==> src/rtl/fcpd_params.svh <==
// Constants of the floppy command and parameter decoder
`ifndef FCPD_PARAMS_SVH
`define FCPD_PARAMS_SVH

// =============================================================
// Opcodes, low five bits of the first command byte
`define FCPD_OP_READ 5'h06
`define FCPD_OP_WRITE 5'h05
`define FCPD_OP_VERIFY 5'h16
`define FCPD_OP_FORMAT 5'h0D
`define FCPD_OP_RELSEEK 5'h0F
`define FCPD_OP_PERP 5'h12
`define FCPD_OP_CONFIG 5'h13
`define FCPD_OP_SPECIFY 5'h03
`define FCPD_OP_SENSE 5'h08

// =============================================================
// Parameter byte counts per command
`define FCPD_NP_RW 4'h8
`define FCPD_NP_FORMAT 4'h5
`define FCPD_NP_SEEK 4'h2
`define FCPD_NP_PERP 4'h1
`define FCPD_NP_CONFIG 4'h3
`define FCPD_NP_SPECIFY 4'h2
`define FCPD_NP_NONE 4'h0

// =============================================================
// Field positions
`define FCPD_HEAD_BIT 2
`define FCPD_DIR_BIT 6
`define FCPD_EC_BIT 7
`define FCPD_EIS_BIT 6
`define FCPD_FIFO_ENABLE_N_BIT 5
`define FCPD_GAP_BIT 1
`define FCPD_PERP_LSB 2
`define FCPD_OW_BIT 7
`define FCPD_HUT_LSB 0
`define FCPD_HLT_LSB 1

// =============================================================
// Status codes and reset values
`define FCPD_ST0_NORMAL 8'h00
`define FCPD_ST0_SEEK_END 8'h20
`define FCPD_ST0_INVALID 8'h80
`define FCPD_FIFO_ENABLE_N_RESET 1'b1
`define FCPD_SECTOR_BASE 15'h0080
`define FCPD_FMT_FIRST_SECTOR 8'h01

// =============================================================
// Timing: head interval unit
`define FCPD_CLK_PERIOD_NS 25
`define FCPD_TICK_NS 1000000
`define FCPD_TICK_CYCLES \
  ((`FCPD_TICK_NS + `FCPD_CLK_PERIOD_NS - 1) / `FCPD_CLK_PERIOD_NS)

`endif

==> src/rtl/fcpd_pkg.sv <==
// Types of the floppy command and parameter decoder
package fcpd_pkg;

  typedef enum logic [2:0] {
    ST_CMD,
    ST_PARAM,
    ST_EXEC,
    ST_SEEK,
    ST_LOAD,
    ST_XFER,
    ST_DONE
  } fcpd_state_type;

  typedef enum logic [1:0] {
    HEAD_IDLE,
    HEAD_SETTLE,
    HEAD_READY,
    HEAD_HOLD
  } fcpd_head_type;

endpackage

==> src/rtl/fcpd_core.sv <==
// Floppy command validation, parameter decode and sector sequencing
`timescale 1ns/100ps
`include "fcpd_params.svh"

module fcpd_core #(
  parameter int TICK_CYCLES = `FCPD_TICK_CYCLES
) (
  input wire logic clock_i,
  input wire logic reset_i,
  input wire logic cmd_valid_i,
  input wire logic [7:0] cmd_byte_i,
  output logic cmd_ready_o,
  output logic irq_o,
  output logic result_valid_o,
  output logic [7:0] status0_o,
  output logic [7:0] present_cylinder_o,
  input wire logic step_tick_i,
  output logic step_o,
  output logic step_dir_o,
  input wire logic disk_byte_i,
  input wire logic [7:0] host_data_i,
  output logic [7:0] disk_wdata_o,
  output logic disk_write_o,
  output logic host_pass_o,
  output logic crc_en_o,
  output logic exec_busy_o,
  output logic [7:0] cylinder_o,
  output logic head_address_o,
  output logic [1:0] drive_o,
  output logic [7:0] sector_o,
  output logic [2:0] sector_size_code_o,
  output logic [7:0] gap3_length_o,
  output logic gap2_perp_o,
  output logic fifo_enable_n_o,
  output logic implied_seek_enable_o,
  output logic [1:0] perpendicular_drive_flags_o,
  output logic head_load_o,
  output logic head_ready_o
);

  // =============================================================
  // State
  fcpd_pkg::fcpd_state_type state_q;
  logic [7:0] p_q [0:7];
  logic [3:0] idx_q;
  logic [3:0] need_q;
  logic [7:0] op_q;
  logic invalid_q;
  logic [7:0] st0_q;
  logic [7:0] pcn_q;
  logic [7:0] steps_q;
  logic seek_rel_q;
  logic [7:0] end_of_track_sector_q;
  logic [7:0] special_sector_length_q;
  logic [7:0] sectors_per_track_q;
  logic [7:0] fill_q;
  logic [7:0] done_cnt_q;
  logic [14:0] byte_idx_q;
  logic sector_count_enable_q;
  logic gap2_select_q;
  logic [3:0] head_unload_interval_q;
  logic [6:0] head_load_interval_q;
  logic load_req_q;
  logic unload_req_q;

  // =============================================================
  // Opcode decode
  wire [4:0] in_op = cmd_byte_i[4:0];
  wire [4:0] cur_op = op_q[4:0];
  wire cmd_phase = (state_q == fcpd_pkg::ST_CMD) ||
                   (state_q == fcpd_pkg::ST_PARAM);
  wire take = cmd_valid_i && cmd_ready_o;
  wire in_rw = (in_op == `FCPD_OP_READ) || (in_op == `FCPD_OP_WRITE) ||
               (in_op == `FCPD_OP_VERIFY);
  wire in_known = in_rw || (in_op == `FCPD_OP_FORMAT) ||
                  (in_op == `FCPD_OP_RELSEEK) ||
                  (in_op == `FCPD_OP_PERP) ||
                  (in_op == `FCPD_OP_CONFIG) ||
                  (in_op == `FCPD_OP_SPECIFY) ||
                  (in_op == `FCPD_OP_SENSE);
  wire [3:0] in_need =
    in_rw ? `FCPD_NP_RW :
    (in_op == `FCPD_OP_FORMAT) ? `FCPD_NP_FORMAT :
    (in_op == `FCPD_OP_RELSEEK) ? `FCPD_NP_SEEK :
    (in_op == `FCPD_OP_PERP) ? `FCPD_NP_PERP :
    (in_op == `FCPD_OP_CONFIG) ? `FCPD_NP_CONFIG :
    (in_op == `FCPD_OP_SPECIFY) ? `FCPD_NP_SPECIFY : `FCPD_NP_NONE;
  wire take_op = take && (state_q == fcpd_pkg::ST_CMD);
  wire take_par = take && (state_q == fcpd_pkg::ST_PARAM);
  wire last_par = take_par && (idx_q == need_q - 4'h1);

  wire is_read = (cur_op == `FCPD_OP_READ);
  wire is_write = (cur_op == `FCPD_OP_WRITE);
  wire is_verify = (cur_op == `FCPD_OP_VERIFY);
  wire is_format = (cur_op == `FCPD_OP_FORMAT);
  wire is_rw = is_read || is_write || is_verify;

  // =============================================================
  // Parameter field views
  wire [7:0] p_cyl = p_q[1];
  wire p_head = p_q[0][`FCPD_HEAD_BIT];
  wire [1:0] p_drive = p_q[0][1:0];
  wire [2:0] p_n_rw = p_q[4][2:0];
  wire [2:0] p_n_fmt = p_q[1][2:0];
  wire [7:0] cfg = p_q[1];
  wire [7:0] perp = p_q[0];

  // Implied seek distance and direction toward the target cylinder
  wire seek_in = (p_cyl > pcn_q);
  wire [7:0] seek_dist = seek_in ? (p_cyl - pcn_q) : (pcn_q - p_cyl);
  wire need_seek = implied_seek_enable_o && (p_cyl != pcn_q);

  // =============================================================
  // Sector geometry
  wire [14:0] sector_bytes =
    `FCPD_SECTOR_BASE << sector_size_code_o;
  // Only size code 00 honours the special length; FF is expected else
  wire [14:0] xfer_len = (sector_size_code_o == 3'h0) ?
    {7'h00, special_sector_length_q} : sector_bytes;
  wire byte_pass = (byte_idx_q < xfer_len);
  wire sector_end = (byte_idx_q == sector_bytes - 15'h0001);
  wire [7:0] done_next = done_cnt_q + 8'h01;
  wire count_end = is_format || (is_verify && sector_count_enable_q);
  wire track_end = count_end ?
    (done_next == sectors_per_track_q) :
    (sector_o == end_of_track_sector_q);
  wire [7:0] write_byte = is_format ? fill_q :
    (byte_pass ? host_data_i : 8'h00);
  wire disk_evt = (state_q == fcpd_pkg::ST_XFER) && disk_byte_i;

  // =============================================================
  // Parameter capture, one register per entry
  genvar gi;
  generate
    for (gi = 0; gi < 8; gi++) begin : g_par
      always_ff @(posedge clock_i or posedge reset_i) begin
        if (reset_i) begin
          p_q[gi] <= 8'h00;
        end else if (take_par && idx_q == 4'(gi)) begin
          p_q[gi] <= cmd_byte_i;
        end
      end
    end
  endgenerate

  // =============================================================
  // Byte-level outputs of the transfer
  always_ff @(posedge clock_i or posedge reset_i) begin
    if (reset_i) begin
      crc_en_o <= 1'b0;
      host_pass_o <= 1'b0;
      disk_write_o <= 1'b0;
      disk_wdata_o <= 8'h00;
    end else begin
      crc_en_o <= disk_evt;
      host_pass_o <= disk_evt && is_read && byte_pass;
      disk_write_o <= disk_evt && (is_write || is_format);
      if (disk_evt) begin
        disk_wdata_o <= write_byte;
      end
    end
  end

  // =============================================================
  // Mode outputs
  always_ff @(posedge clock_i or posedge reset_i) begin
    if (reset_i) begin
      cmd_ready_o <= 1'b0;
      gap2_perp_o <= 1'b0;
      exec_busy_o <= 1'b0;
    end else begin
      cmd_ready_o <= cmd_phase && !take;
      gap2_perp_o <= gap2_select_q && !drive_o[1] &&
                     perpendicular_drive_flags_o[drive_o[0]];
      exec_busy_o <= !cmd_phase;
    end
  end

  // =============================================================
  // Command sequencer
  always_ff @(posedge clock_i or posedge reset_i) begin
    if (reset_i) begin
      state_q <= fcpd_pkg::ST_CMD;
      idx_q <= 4'h0;
      need_q <= 4'h0;
      op_q <= 8'h00;
      invalid_q <= 1'b0;
      irq_o <= 1'b0;
      st0_q <= `FCPD_ST0_NORMAL;
      status0_o <= `FCPD_ST0_NORMAL;
      result_valid_o <= 1'b0;
      pcn_q <= 8'h00;
      present_cylinder_o <= 8'h00;
      steps_q <= 8'h00;
      seek_rel_q <= 1'b0;
      step_o <= 1'b0;
      step_dir_o <= 1'b0;
      cylinder_o <= 8'h00;
      head_address_o <= 1'b0;
      drive_o <= 2'h0;
      sector_o <= 8'h00;
      sector_size_code_o <= 3'h0;
      end_of_track_sector_q <= 8'h00;
      gap3_length_o <= 8'h00;
      special_sector_length_q <= 8'h00;
      sectors_per_track_q <= 8'h00;
      fill_q <= 8'h00;
      done_cnt_q <= 8'h00;
      byte_idx_q <= 15'h0000;
      sector_count_enable_q <= 1'b0;
      fifo_enable_n_o <= `FCPD_FIFO_ENABLE_N_RESET;
      implied_seek_enable_o <= 1'b0;
      perpendicular_drive_flags_o <= 2'h0;
      gap2_select_q <= 1'b0;
      head_unload_interval_q <= 4'h0;
      head_load_interval_q <= 7'h00;
      load_req_q <= 1'b0;
      unload_req_q <= 1'b0;
    end else begin
      result_valid_o <= 1'b0;
      step_o <= 1'b0;
      load_req_q <= 1'b0;
      unload_req_q <= 1'b0;
      unique case (state_q)
        fcpd_pkg::ST_CMD: begin
          if (take_op && !in_known) begin
            irq_o <= 1'b1;
            invalid_q <= 1'b1;
          end else if (take_op && in_op == `FCPD_OP_SENSE) begin
            status0_o <= invalid_q ? `FCPD_ST0_INVALID : st0_q;
            present_cylinder_o <= pcn_q;
            result_valid_o <= 1'b1;
            irq_o <= 1'b0;
            invalid_q <= 1'b0;
            st0_q <= `FCPD_ST0_NORMAL;
          end else if (take_op) begin
            op_q <= cmd_byte_i;
            need_q <= in_need;
            idx_q <= 4'h0;
            state_q <= fcpd_pkg::ST_PARAM;
          end
        end
        fcpd_pkg::ST_PARAM: begin
          if (last_par) begin
            state_q <= fcpd_pkg::ST_EXEC;
          end else if (take_par) begin
            idx_q <= idx_q + 4'h1;
          end
        end
        fcpd_pkg::ST_EXEC: begin
          state_q <= fcpd_pkg::ST_CMD;
          if (cur_op == `FCPD_OP_CONFIG) begin
            implied_seek_enable_o <= cfg[`FCPD_EIS_BIT];
            fifo_enable_n_o <= cfg[`FCPD_FIFO_ENABLE_N_BIT];
          end
          if (cur_op == `FCPD_OP_SPECIFY) begin
            head_unload_interval_q <= p_q[0][`FCPD_HUT_LSB +: 4];
            head_load_interval_q <= p_q[1][`FCPD_HLT_LSB +: 7];
          end
          if (cur_op == `FCPD_OP_PERP && perp[`FCPD_OW_BIT]) begin
            perpendicular_drive_flags_o <=
              perp[`FCPD_PERP_LSB +: 2];
          end
          if (cur_op == `FCPD_OP_PERP) begin
            gap2_select_q <= perp[`FCPD_GAP_BIT];
          end
          if (cur_op == `FCPD_OP_RELSEEK) begin
            drive_o <= p_drive;
            head_address_o <= p_head;
            step_dir_o <= op_q[`FCPD_DIR_BIT];
            steps_q <= p_q[1];
            seek_rel_q <= 1'b1;
            state_q <= fcpd_pkg::ST_SEEK;
          end
          if (is_rw) begin
            drive_o <= p_drive;
            head_address_o <= p_q[2][0];
            cylinder_o <= p_cyl;
            sector_o <= p_q[3];
            sector_size_code_o <= p_n_rw;
            end_of_track_sector_q <= p_q[5];
            gap3_length_o <= p_q[6];
            special_sector_length_q <= p_q[7];
            sectors_per_track_q <= p_q[7];
            sector_count_enable_q <= is_verify &&
                                     op_q[`FCPD_EC_BIT];
          end
          if (is_format) begin
            drive_o <= p_drive;
            head_address_o <= p_head;
            cylinder_o <= pcn_q;
            sector_o <= `FCPD_FMT_FIRST_SECTOR;
            sector_size_code_o <= p_n_fmt;
            sectors_per_track_q <= p_q[2];
            gap3_length_o <= p_q[3];
            fill_q <= p_q[4];
          end
          if (is_rw && need_seek) begin
            step_dir_o <= seek_in;
            steps_q <= seek_dist;
            seek_rel_q <= 1'b0;
            state_q <= fcpd_pkg::ST_SEEK;
          end else if (is_rw || is_format) begin
            load_req_q <= 1'b1;
            state_q <= fcpd_pkg::ST_LOAD;
          end
          done_cnt_q <= 8'h00;
          byte_idx_q <= 15'h0000;
        end
        fcpd_pkg::ST_SEEK: begin
          if (step_tick_i && steps_q == 8'h00) begin
            if (seek_rel_q) begin
              st0_q <= `FCPD_ST0_SEEK_END;
              state_q <= fcpd_pkg::ST_DONE;
            end else begin
              load_req_q <= 1'b1;
              state_q <= fcpd_pkg::ST_LOAD;
            end
          end else if (step_tick_i) begin
            step_o <= 1'b1;
            steps_q <= steps_q - 8'h01;
            // Inward is toward higher cylinder numbers
            pcn_q <= step_dir_o ? pcn_q + 8'h01 :
                                  pcn_q - 8'h01;
          end
        end
        fcpd_pkg::ST_LOAD: begin
          if (head_ready_o && !load_req_q) begin
            state_q <= fcpd_pkg::ST_XFER;
          end
        end
        fcpd_pkg::ST_XFER: begin
          if (disk_byte_i && sector_end) begin
            byte_idx_q <= 15'h0000;
            done_cnt_q <= done_next;
            sector_o <= sector_o + 8'h01;
            if (track_end) begin
              st0_q <= `FCPD_ST0_NORMAL;
              unload_req_q <= 1'b1;
              state_q <= fcpd_pkg::ST_DONE;
            end
          end else if (disk_byte_i) begin
            byte_idx_q <= byte_idx_q + 15'h0001;
          end
        end
        fcpd_pkg::ST_DONE: begin
          irq_o <= 1'b1;
          invalid_q <= 1'b0;
          state_q <= fcpd_pkg::ST_CMD;
        end
      endcase
    end
  end

  // =============================================================
  // Head load and unload timing
  fcpd_head_timer #(
    .TICK_CYCLES(TICK_CYCLES)
  ) u_head_timer (
    .clock_i(clock_i),
    .reset_i(reset_i),
    .load_req_i(load_req_q),
    .unload_req_i(unload_req_q),
    .load_ticks_i(head_load_interval_q),
    .unload_ticks_i(head_unload_interval_q),
    .head_load_o(head_load_o),
    .head_ready_o(head_ready_o)
  );

endmodule

==> src/rtl/fcpd_head_timer.sv <==
// Head load settle and head unload delay timer
`timescale 1ns/100ps
`include "fcpd_params.svh"

module fcpd_head_timer #(
  parameter int TICK_CYCLES = `FCPD_TICK_CYCLES
) (
  input wire logic clock_i,
  input wire logic reset_i,
  input wire logic load_req_i,
  input wire logic unload_req_i,
  input wire logic [6:0] load_ticks_i,
  input wire logic [3:0] unload_ticks_i,
  output logic head_load_o,
  output logic head_ready_o
);

  fcpd_pkg::fcpd_head_type state_q;
  logic [15:0] pre_q;
  logic [6:0] cnt_q;
  wire counting = (state_q == fcpd_pkg::HEAD_SETTLE) ||
                  (state_q == fcpd_pkg::HEAD_HOLD);
  wire tick = (pre_q == 16'(TICK_CYCLES - 1));

  // =============================================================
  // Interval prescaler, restarted for each interval
  always_ff @(posedge clock_i or posedge reset_i) begin
    if (reset_i) begin
      pre_q <= 16'h0000;
    end else if (!counting || tick || load_req_i || unload_req_i) begin
      pre_q <= 16'h0000;
    end else begin
      pre_q <= pre_q + 16'h0001;
    end
  end

  // =============================================================
  // Head state
  always_ff @(posedge clock_i or posedge reset_i) begin
    if (reset_i) begin
      state_q <= fcpd_pkg::HEAD_IDLE;
      cnt_q <= 7'h00;
      head_load_o <= 1'b0;
      head_ready_o <= 1'b0;
    end else begin
      unique case (state_q)
        fcpd_pkg::HEAD_IDLE: begin
          if (load_req_i) begin
            state_q <= fcpd_pkg::HEAD_SETTLE;
            cnt_q <= load_ticks_i;
            head_load_o <= 1'b1;
          end
        end
        fcpd_pkg::HEAD_SETTLE: begin
          if (tick && cnt_q == 7'h00) begin
            state_q <= fcpd_pkg::HEAD_READY;
            head_ready_o <= 1'b1;
          end else if (tick) begin
            cnt_q <= cnt_q - 7'h01;
          end
        end
        fcpd_pkg::HEAD_READY: begin
          if (unload_req_i) begin
            state_q <= fcpd_pkg::HEAD_HOLD;
            cnt_q <= {3'h0, unload_ticks_i};
            head_ready_o <= 1'b0;
          end
        end
        fcpd_pkg::HEAD_HOLD: begin
          // A new load while still held needs no settle time
          if (load_req_i) begin
            state_q <= fcpd_pkg::HEAD_READY;
            head_ready_o <= 1'b1;
          end else if (tick && cnt_q == 7'h00) begin
            state_q <= fcpd_pkg::HEAD_IDLE;
            head_load_o <= 1'b0;
          end else if (tick) begin
            cnt_q <= cnt_q - 7'h01;
          end
        end
      endcase
    end
  end

endmodule

==> config.mk <==
export PLATFORM = sky130hd
export DESIGN_NAME = fcpd_core
export DESIGN_NICKNAME = d
export VERILOG_FILES = /design/src/rtl/fcpd_pkg.sv /design/src/rtl/fcpd_core.sv /design/src/rtl/fcpd_head_timer.sv
export VERILOG_INCLUDE_DIRS = /design/src /design/src/rtl
export SDC_FILE = /design/constraint.sdc
export NUM_CORES = 1
export LEC_CHECK = 0
export BUFFER_PORTS_ARGS = -buffer_cell sky130_fd_sc_hd__buf_2
export CORE_MARGIN = 2
export CORE_UTILIZATION = 25
export CTS_BUF_LIST = sky130_fd_sc_hd__clkbuf_8
export CTS_CLUSTER_SIZE = 24
export DETAILED_ROUTE_END_ITERATION = 8
export GPL_TIMING_DRIVEN = 0
export MAX_ROUTING_LAYER = met4
export SKIP_CTS_REPAIR_TIMING = 1
export SLEW_MARGIN = 20
export SYNTH_ARGS = -nofsm -noshare
export SYNTH_HDL_FRONTEND = slang
export SYNTH_SLANG_ARGS = --single-unit
==> constraint.sdc <==
create_clock -name clock_i -period 8 [get_ports clock_i]
set_input_delay 0.8 -clock clock_i [delete_from_list [all_inputs] [get_ports clock_i]]
set_output_delay 0.8 -clock clock_i [all_outputs]
set_load 0.05 [all_outputs]
; After elaboration in Yosys (flattened, before gate mapping)
; Index checks and enable logic that the tools add are counted.
[classes]
n_mux = 111
n_eq_ne = 64
add_sub_neg = 13
shifts = 1
n_bitwise = 3
reduce_logical = 94
order_cmp = 3
[ops]
columns = op, count
row1 = 2-to-1 mux 8 bit, 25
row2 = case mux 8 bit (2 select lines), 3
row3 = 2-to-1 mux 15 bit, 3
row4 = 2-to-1 mux 3 bit, 13
row5 = != test 2 bit (second input constant), 18
row6 = 2-to-1 mux 7 bit, 5
row7 = == test 5 bit (second input constant), 6
row8 = logical AND 1 bit, 30
row9 = 2-to-1 mux 1 bit, 30
row10 = case mux 15 bit (2 select lines), 1
row11 = 2-to-1 mux 2 bit, 14
row12 = case mux 7 bit (4 select lines), 1
row13 = == test 5 x 4 -> 1 bit (second input constant), 5
row14 = adder 8 x 1 -> 8 bit (second input constant), 3
row15 = 2-to-1 mux 4 bit, 6
row16 = case mux 8 bit (3 select lines), 1
row17 = AND reduction 2 bit, 12
row18 = case mux 3 bit (7 select lines), 1
row19 = == test 5 x 3 -> 1 bit (second input constant), 4
row20 = AND reduction 4 bit, 5
row21 = logical OR 1 bit, 18
row22 = adder 16 x 1 -> 16 bit (second input constant), 1
row23 = == test 16 bit (second input constant), 1
row24 = == test 4 x 3 -> 1 bit (second input constant), 4
row25 = other kinds (45), 79
[word_totals]
output_inout_bits = 70
wordCells = 345
ff_bits = 274

; Longest topological paths before layout
; Gate-level depths: netlist of the first run.
[logic_depth]
depth_word = 13
mapped_depth = 14
mapped_depth_nobuf = 11

; By module
; From an unflattened synthesis of the first run, not the netlist that was laid out.
[unflattened]
hier_cells = 1380
hier_area_um2 = 13842.0
[by_module_without_submodules]
columns = mod, area_each_um2, cells_each, instances
row1 = fcpd_core, 12089.1, 1196, 1
row2 = fcpd_head_timer, 1752.9, 184, 1

; Worst setup path after synthesis of the first run
; Ideal clock, no wire load.
[synth_path]
kind = reg2reg
from = reg sector_size_code_o[1]
to = reg sector_o[1]
t_arrival_ns = 3.336
period_less_slack_ns = 3.463
setup_time_ns = 0.127
stages_incl_launch_ff = 14
setup_slack_ns = 4.537
path_buffers = 4
cell_sequence = dfrtp_1 -> buf_2 -> buf_2 -> nor3_2 -> inv_1 -> ha_1 -> clkbuf_2 -> and3b_1 -> a21oi_1 -> or4_4 -> a311oi_4 -> or2_1 -> buf_4 -> mux2_1
[synth_via]
elab_chain_cells = 6
[synth_lines]
columns = item, line
row1 = start: declaration, fcpd_core.sv:31  ; output logic [2:0] sector_size_code_o,
row2 = start signal: assignment, fcpd_core.sv:280  ; sector_size_code_o <= p_n_rw;
row3 = start signal: assignment, fcpd_core.sv:293  ; sector_size_code_o <= p_n_fmt;
row4 = left shift 8 x 3 -> 15 bit (no source line), -
row5 = subtractor 15 x 1 -> 15 bit, fcpd_core.sv:121  ; wire sector_end = (byte_idx_q == sector_bytes - 15'h0001);
row6 = == test 15 bit, fcpd_core.sv:121
row7 = logical AND 1 bit, fcpd_core.sv:333  ; if (disk_byte_i && sector_end) begin
row8 = != test 2 x 1 -> 1 bit (no source line), -
row9 = AND reduction 3 bit (no source line), -
row10 = end signal: assignment, fcpd_core.sv:279  ; sector_o <= p_q[3];
row11 = end signal: assignment, fcpd_core.sv:292  ; sector_o <= `FCPD_FMT_FIRST_SECTOR;
row12 = end signal: assignment, fcpd_core.sv:336  ; sector_o <= sector_o + 8'h01;
row13 = end: declaration, fcpd_core.sv:30  ; output logic [7:0] sector_o,
; Every way passes these cells.
; A chain may end at the register's enable or synchronous reset.

; Worst setup path in the final report of the first run
[layout_path]
from = reg sector_size_code_o[1]
to = reg sector_o[5]
; Same word-level chain as after synthesis.

==> results of run 1 <==
==> cell usage after synthesis, types with 7 or more instances <==
library cell  instances
a21o_1               15
a21oi_1              41
a22oi_1              14
a31oi_1              38
and3_1                9
buf_1                 7
buf_2                16
buf_4                12
clkbuf_1             31
dfrtp_1             256
ha_1                 48
inv_1                62
mux2_2              108
mux2i_1              18
nand2_1             143
nand2b_1             13
nand3_1              45
nand4_1              13
nor2_1              112
nor3_1               22
nor3b_1              11
nor4_1                9
o211ai_1             14
o21a_1                8
o21ai_0              72
o22ai_1               8
or2_2                 8
or3_1                11
xnor2_1              36
xor2_1               31
==> per-stage QoR <==
stage | total power, mW | setup WS (ns) | instance area, sq um | instances | util, %
3_3_place_gp | 4.353 | -2.935 | 15060 | 2146 | 27.82
6_report | 5.830 | 3.992 | 16190 | 2232 | 29.90
2_1_floorplan | 3.736 | 0.1316 | 13780 | 1368 | -
4_1_cts | 5.858 | 4.080 | 16190 | 2232 | 29.90
3_5_place_dp | 4.413 | 4.133 | 15130 | 2148 | 27.95
5_1_grt | 6.201 | 3.792 | 16190 | 2232 | 29.90
==> layer usage <==
layer,global-route usage (%),vias to the layer above,part of all wire (%)
li1,-,5118,-
met5,-,-,0
met3,2.517,73,5.5
met4,4.413,0,2.3
met2,23.43,332,48
met1,18.37,5484,44
==> path summary, 6_finish.rpt <==
check	to	slack, ns	cells after the start
max	sector_o[5]	3.99	12
min	byte_idx_q[13]	0.19	2
max reg2reg	sector_o[5]	3.99	12
min reg2reg	end_of_track_sector_q[3]	0.47	1
max in group asynchronous	p_q[20]	6.45	4
min in group clock_i	disk_wdata_o[1]	0.41	3
==> final cells by class <==
class	count	area share [%]
multi-input cells	980	41.89
inverters	62	1.484
clock buffers	55	4.677
plain buffers	69	2.103
clock inverters	29	1.848
repair buffers	84	2.876
flip-flops and latches	257	39.74
well taps	696	5.380
==> power breakdown <==
| part | switching (mW) | internal, mW | total [mW] | leakage [nW] |
|---|---|---|---|---|
| registers | 0.396 | 1.66 | 2.05 | 3.41 |
| clock network | 0.591 | 0.826 | 1.42 | 0.585 |
| logic | 1.48 | 0.878 | 2.36 | 3.38 |
==> logic make-up (layout without fill, tap and decap cells) <==
kind of cell	count (synthesis)	after routing	synth area share [%]
flops	257	257	46.74
mux	130	130	10.47
simple gates	455	455	16.49
xor+xnor	67	67	4.264
other cells	1	6	0.02725
compound gates	271	271	13.04
fa+ha+maj	51	51	4.800
buf+inv	131	299	4.164
==> summary.txt, run 1 <==
Detailed routing
  – Drt wl/cell: about 18 um
  – Pre-antenna DRT Iters: 6
  – Vias per inst: about 5
  – Antenna-violating nets left: 0
  – Starting DRT DRC Count: roughly 700
  – Post-Route WL: 39740 um
  – Vias: ~11000
  – Residual DRC: 0

Layout
  – Largest regs: p_q (45), u_head_timer.pre_q (16), byte_idx_q (15)
  – Multi-input gate area: 6780 sq um
  – Share of cells above drive strength 1: between 20% and 30%
  – Max FFs per register: 45
  – Seq. cell area: about 6400 sq um
  – Antenna diodes: 0
  – Area delta synth->final: 17.61%
  – Most common cell after layout, fill and taps aside: dfrtp_1
  – Top reg by flops: p_q
  – Fillers: around 5600
  – Commonest non-fill, non-tap cells in the layout: 256 x dfrtp_1, 143 x nand2_1, 112 x nor2_1
  – Final #Nets: 1573

Logic synthesis
  – Post-synth EDFFs: 0
  – Synth Warn #: 0
  – Largest cells by area after synthesis: dfrtp_1 47%, mux2_2 8.8%, ha_1 4.4%
  – Synthesized cell area: approximately 14000 sq um
  – Yosys cell types: 91
  – Mapped Cells: 1363
  – Sequential cell area fraction in the yosys report: 46.74%
  – Synthesized area per cell: 10.10 sq um
  – Yosys top cell area share: a little under half
  – Number of synthesized register bits: 257
  – Yosys top cell by area: dfrtp_1
  – Async S/R FF share, synth: between 90% and 100%
  – Top FF cell, synth: dfrtp_1

Timing
  – Part of the cycle the worst path needs: 50.10%
  – RSZ-0062 raised after global routing: false
  – Setup_tns: 0 ns
  – Peak Freq: ~250 MHz
  – Max transition margin: 34.21%
  – Final setup viols: 0
  – Fin. Hold Viols: 0
  – Final Skew: 0.05259 ns
  – Crit path time final: 4.008 ns
  – WHS: 0.1865 ns
  – Slew @ Worst Pin: 0.9735 ns
  – Final Max Tran Viols: 0

Outcome
  – Outcome: complete, no violations

Global route
  – Congestion Overflow GR: 0
  – Vias in the first global route: 10950
  – GRT Overall Usage: between 10% and 20%
  – Initial antenna violation count: 1
  – First-pass GRT wire length: roughly 63000 um
  – Largest net degree at the start of global routing: ~110

Die
  – # rows: 85
  – Die area: around 57000 sq um
  – Die span in y: 238.6 um
  – Core ar.: about 54000 sq um
  – Die width: 238.6 um
  – I/O pin count: 91
  – Initial Util: roughly 25%

Placement
  – DP Wirelength: roughly 29000 um
  – GP Congestion: between 0.8 and 0.9
  – I/O Buffers: ~80

Power
  – Max IR drop VDD: approximately 0.25 mV
  – Leakage: about 7.4 nW
  – Pwr per Cell Area: ~360 nW/um^2

Critical path
  – CP required: ~8.5 ns
  – Worst Setup Path Type: register to register
  – Bufs and invs on worst path: 4
  – Worst r2r src: sector_size_code_o[1]
  – Critical path, cell by cell: buf_2, buf_2, nor3_2, inv_1, ha_1, clkbuf_2, xnor2_1, mux2i_1, o2111ai_1, a31oi_1, nand2_1, a221oi_1
  – Crit-path max cell delay: approximately 0.56 ns
  – CP arrival: around 4.5 ns
  – Worst Setup End Kind: register
  – Setup crit start kind: register
  – Max FO, Critical Path: 10
  – Crit path launch: sector_size_code_o[1]
  – Critical path's slowest cell: a31oi_1
  – Largest delay contributor family on the critical path: compound AO/OA/AOI/OAI gates
  – Most used cell, CP: buf_2

CTS
  – CTS Buf Count: 47
  – H-tree level count: 2
  – CTS tree: built
  – Later-pin clock latency in the skew report: about 0.64 ns
  – Clock sinks: 257
  – CTS Buffer Depth: 3
  – Clock transition at the registers of the reported paths: 0.07 ns
  – Root Buffer: clkbuf_8

Run
  – MaxCap Viol Count: 0

Min path
  – Hold crit path type: input port to async pin
No activity file was read; power rests on OpenSTA's default activity.
==> run 2: changes to the inputs <==
--- a/config.mk
+++ b/config.mk
@@ -6,6 +6,7 @@
 export SDC_FILE = /design/constraint.sdc
 export NUM_CORES = 1
 export LEC_CHECK = 0
+export ABC_AREA = 1
 export BUFFER_PORTS_ARGS = -buffer_cell sky130_fd_sc_hd__buf_2
 export CORE_MARGIN = 2
 export CORE_UTILIZATION = 25
==> constraint.sdc (replaced) <==
create_clock -name clock_i -period 4.1 [get_ports clock_i]
set_input_delay 0.41 -clock clock_i [delete_from_list [all_inputs] [get_ports clock_i]]
set_output_delay 0.41 -clock clock_i [all_outputs]
set_load 0.05 [all_outputs]
==> run 2 against run 1 <==
  * Clock-buffer cell count grew 2
  * Sequential share of layout area grew 0.058 points
  * Sequential cell count is the same
  * Register-to-register slack lost 2.7 ns
  * Clock skew shrank 0.026 ns
  * Area after synthesis grew 0.13%
  * Via count grew 6.7%
  * Power grew 82%
  * Maximum frequency grew 43%
  * Utilization shrank 0.39 points
  * Hold slack lost 0.13 ns
  * Synthesized cell count grew 22%
  * Largest cell class is now registers
  * Largest power group unchanged
==> summary.txt, run 2 <==
Outcome
  – Outcome: complete, no violations (unchanged)

Die
  – Die span in y: 238.8 um (was 238.6 um)
  – I/O pin count: 91 (unchanged)
  – Die area: 57010 sq um (was 56940 sq um)
  – Core ar.: 54770 sq um (was 54130 sq um)
  – # rows: 86 (was 85)
  – Die width: 238.8 um (was 238.6 um)
  – Initial Util: 25.16% (was 25.42%)

Critical path
  – Number of cells on the critical path: 10 (was 12)
  – CP arrival: 3.27 ns (was 4.49 ns)
  – Crit-path max cell delay: 0.62 ns (was 0.56 ns)
  – Critical path, cell by cell: inv_2, nor3_1, ha_1, inv_1, ha_1, a21oi_1, o21ai_0, a21oi_1, nand2_1, nor4_1 (was buf_2, buf_2, nor3_2, inv_1, ha_1, clkbuf_2, xnor2_1, mux2i_1, o2111ai_1, a31oi_1, nand2_1, a221oi_1)
  – CP required: 4.58 ns (was 8.48 ns)
  – Largest delay contributor family on the critical path: compound AO/OA/AOI/OAI gates (unchanged)
  – Worst Setup Path Type: register to register (unchanged)
  – Max FO, Critical Path: 9 (was 10)
  – Critical path's slowest cell: a21oi_1 (was a31oi_1)
  – Setup crit start kind: register (unchanged)
  – Bufs and invs on worst path: 2 (was 4)
  – Reg2Reg Depth: 10 (was 12)
  – Worst Setup End Kind: register (unchanged)

Layout
  – Post-route core utilization: 29.51% (was 29.90%)
  – Commonest non-fill, non-tap cells in the layout: 440 x nand2_1, 256 x dfrtp_1, 165 x inv_1 (was 256 x dfrtp_1, 143 x nand2_1, 112 x nor2_1)
  – Area delta synth->final: 17.29% (was 17.61%)
  – Largest regs: p_q (45), u_head_timer.pre_q (16), byte_idx_q (15) (unchanged)
  – Final #Nets: 1881 (was 1573)
  – Max FFs per register: 45 (unchanged)
  – Most common cell after layout, fill and taps aside: nand2_1 (was dfrtp_1)
  – Share of cells above drive strength 1: 16.11% (was 21.68%)
  – Top reg by flops: p_q (unchanged)

Logic synthesis
  – Post-synth EDFFs: 0 (unchanged)
  – Yosys top cell area share: 46.49% (was 46.55%)
  – Most frequent cells after synthesis: 440 x nand2_1, 256 x dfrtp_1, 151 x inv_1, 141 x o21ai_0, 116 x nor2_1 (was 256 x dfrtp_1, 143 x nand2_1, 112 x nor2_1, 108 x mux2_2, 72 x o21ai_0)
  – Number of synthesized register bits: 257 (unchanged)
  – Yosys cell types: 59 (was 91)
  – Synthesized area per cell: 8.296 sq um (was 10.10 sq um)
  – Synthesized cell area: 13780 sq um (was 13760 sq um)
  – Top-count cell post-synth: nand2_1 (was dfrtp_1)
  – Top FF cell, synth: dfrtp_1 (unchanged)
  – Largest cells by area after synthesis: dfrtp_1 46%, nand2_1 12%, o21ai_0 5.1% (was dfrtp_1 47%, mux2_2 8.8%, ha_1 4.4%)
  – Mapped Cells: 1661 (was 1363)
  – Sequential cell area fraction in the yosys report: 46.68% (was 46.74%)
  – Async S/R FF share, synth: 100.0% (unchanged)
  – Synth Warn #: 0 (unchanged)
  – Yosys top cell by area: dfrtp_1 (unchanged)

CTS
  – Root Buffer: clkbuf_8 (unchanged)
  – Clock sinks: 257 (unchanged)
  – Later-pin clock latency in the skew report: 0.62 ns (was 0.64 ns)
  – CTS Buffer Depth: 3 (unchanged)
  – H-tree level count: 2 (unchanged)
  – CTS tree: built (unchanged)
  – Clock transition at the registers of the reported paths: 0.06 ns (was 0.07 ns)
  – CTS Buf Count: 48 (was 47)

Timing
  – WHS: 0.05636 ns (was 0.1865 ns)
  – Crit path time final: 2.799 ns (was 4.008 ns)
  – Peak Freq: 357.3 MHz (was 249.5 MHz)
  – Setup slack after layout: 1.301 ns (was 3.992 ns)
  – Final Skew: 0.02702 ns (was 0.05259 ns)
  – RSZ-0062 raised after global routing: false (unchanged)
  – Final setup viols: 0 (unchanged)
  – Slew @ Worst Pin: 0.7679 ns (was 0.9735 ns)
  – Fin. Hold Viols: 0 (unchanged)
  – Final Max Tran Viols: 0 (unchanged)
  – Part of the cycle the worst path needs: 68.26% (was 50.10%)
  – Max transition margin: 48.81% (was 34.21%)

Detailed routing
  – Starting DRT DRC Count: 790 (was 703)
  – Vias per inst: 4.614 (was 4.931)
  – Pre-antenna DRT Iters: 5 (was 6)
  – Vias: 11750 (was 11010)
  – Residual DRC: 0 (unchanged)
  – Antenna-violating nets left: 0 (unchanged)
  – Post-Route WL: 39410 um (was 39740 um)
  – Drt wl/cell: 15.48 um (was 17.80 um)

Global route
  – Congestion Overflow GR: 0 (unchanged)
  – Initial antenna violation count: 5 (was 1)
  – Largest net degree at the start of global routing: 35 (was 108)
  – Vias in the first global route: 11350 (was 10950)
  – GRT Overall Usage: 14.42% (was 14.44%)
  – First-pass GRT wire length: 63070 um (was 62620 um)

Placement
  – GP Congestion: 0.8845 (was 0.8898)
  – I/O Buffers: 84 (was 82)
  – Place WS: 1.422 ns (was 4.133 ns)
  – DP Wirelength: 29840 um (was 28940 um)

Min path
  – Hold crit path type: input port to register (was input port to async pin)
  – Hold Path Stages: 3

Power
  – Max IR drop VDD: 0.2613 mV (was 0.2523 mV)
  – Pwr per Cell Area: 657.1 nW/um^2 (was 360.2 nW/um^2)
  – Leakage: 7.813 nW (was 7.374 nW)

Run
  – MaxCap Viol Count: 0 (unchanged)
[run 2: changes by cell type after synthesis, moves of 18 or more]
cell and delta:
inv_1 +89, mux2_2 -99, mux2i_1 -18, a21oi_1 +39, xnor2_1 -28, a31oi_1 -18, o21ai_0 +69, nand3_1 +32
nand2_1 +297
[run 2: kinds of logic after synthesis]
kind of cell	count (synthesis)	share of synthesized area, %
AND/OR/NAND/NOR	758	25.02
AO/OA/AOI/OAI	324	13.23
flip-flops	257	46.68
buffers and inverters	219	6.837
adder cells (fa/ha/maj)	51	4.794
XOR/XNOR	42	2.670
multiplexers	9	0.7355
other	1	0.02721
[run 2: per-layer routing]
| layer | GRT usage, % | part of all wire, % |
|---|---|---|
| met1 | 19.96 | 49 |
| met2 | 20.96 | 43 |
| met3 | 3.557 | 6.0 |
| met4 | 3.712 | 1.8 |
| met5 | - | 0 |
[run 2: tightest hold or removal path: stages]
cell      delay (ns)
buf_2           0.10
nand4_1         0.07
a21boi_1        0.06
[run 2: layout make-up]
type | count | area [sq um]
Sequential cell | 257 | 6432
Antenna cell | 5 | 12.51
Fill cell | 5744 | 38610
Buffer | 52 | 305.3
Timing Repair Buffer | 93 | 590.6
Clock buffer | 57 | 784.5
Tap cell | 704 | 880.8
Clock inverter | 21 | 91.34
Multi-Input combinational cell | 1190 | 6424
Inverter | 167 | 640.6
[run 2: where the power goes]
group          leakage (nW)  internal (mW)  switching, mW
Combinational          3.89           1.43           3.02
Clock                 0.506           1.24           1.10
Sequential             3.42           3.20          0.623
[run 2: stage by stage]
step	instances	setup TNS, ns	total power [mW]	area [sq um]
2_1_floorplan	1666	0	7.070	13800
5_1_grt	2546	0	11.47	16160
4_1_cts	2540	0	10.72	16140
6_report	2546	0	10.62	16160
3_3_place_gp	2454	-337.87	8.204	15100
3_5_place_dp	2462	0	8.307	15260
[run 2: worst paths after layout]
| kind | start | endpoint | slack (ns) |
|---|---|---|---|
| worst max-delay path | sector_size_code_o[0] | host_pass_o | 1.30 |
| worst min-delay path | host_data_i[5] | disk_wdata_o[5] | 0.06 |
| worst max register to register | sector_size_code_o[0] | host_pass_o | 1.30 |
| worst min register to register | p_q[31] | fill_q[7] | 0.46 |
| max in group asynchronous | reset_i | fifo_enable_n_o | 2.29 |
| min in group asynchronous | reset_i | sector_o[7] | 0.43 |
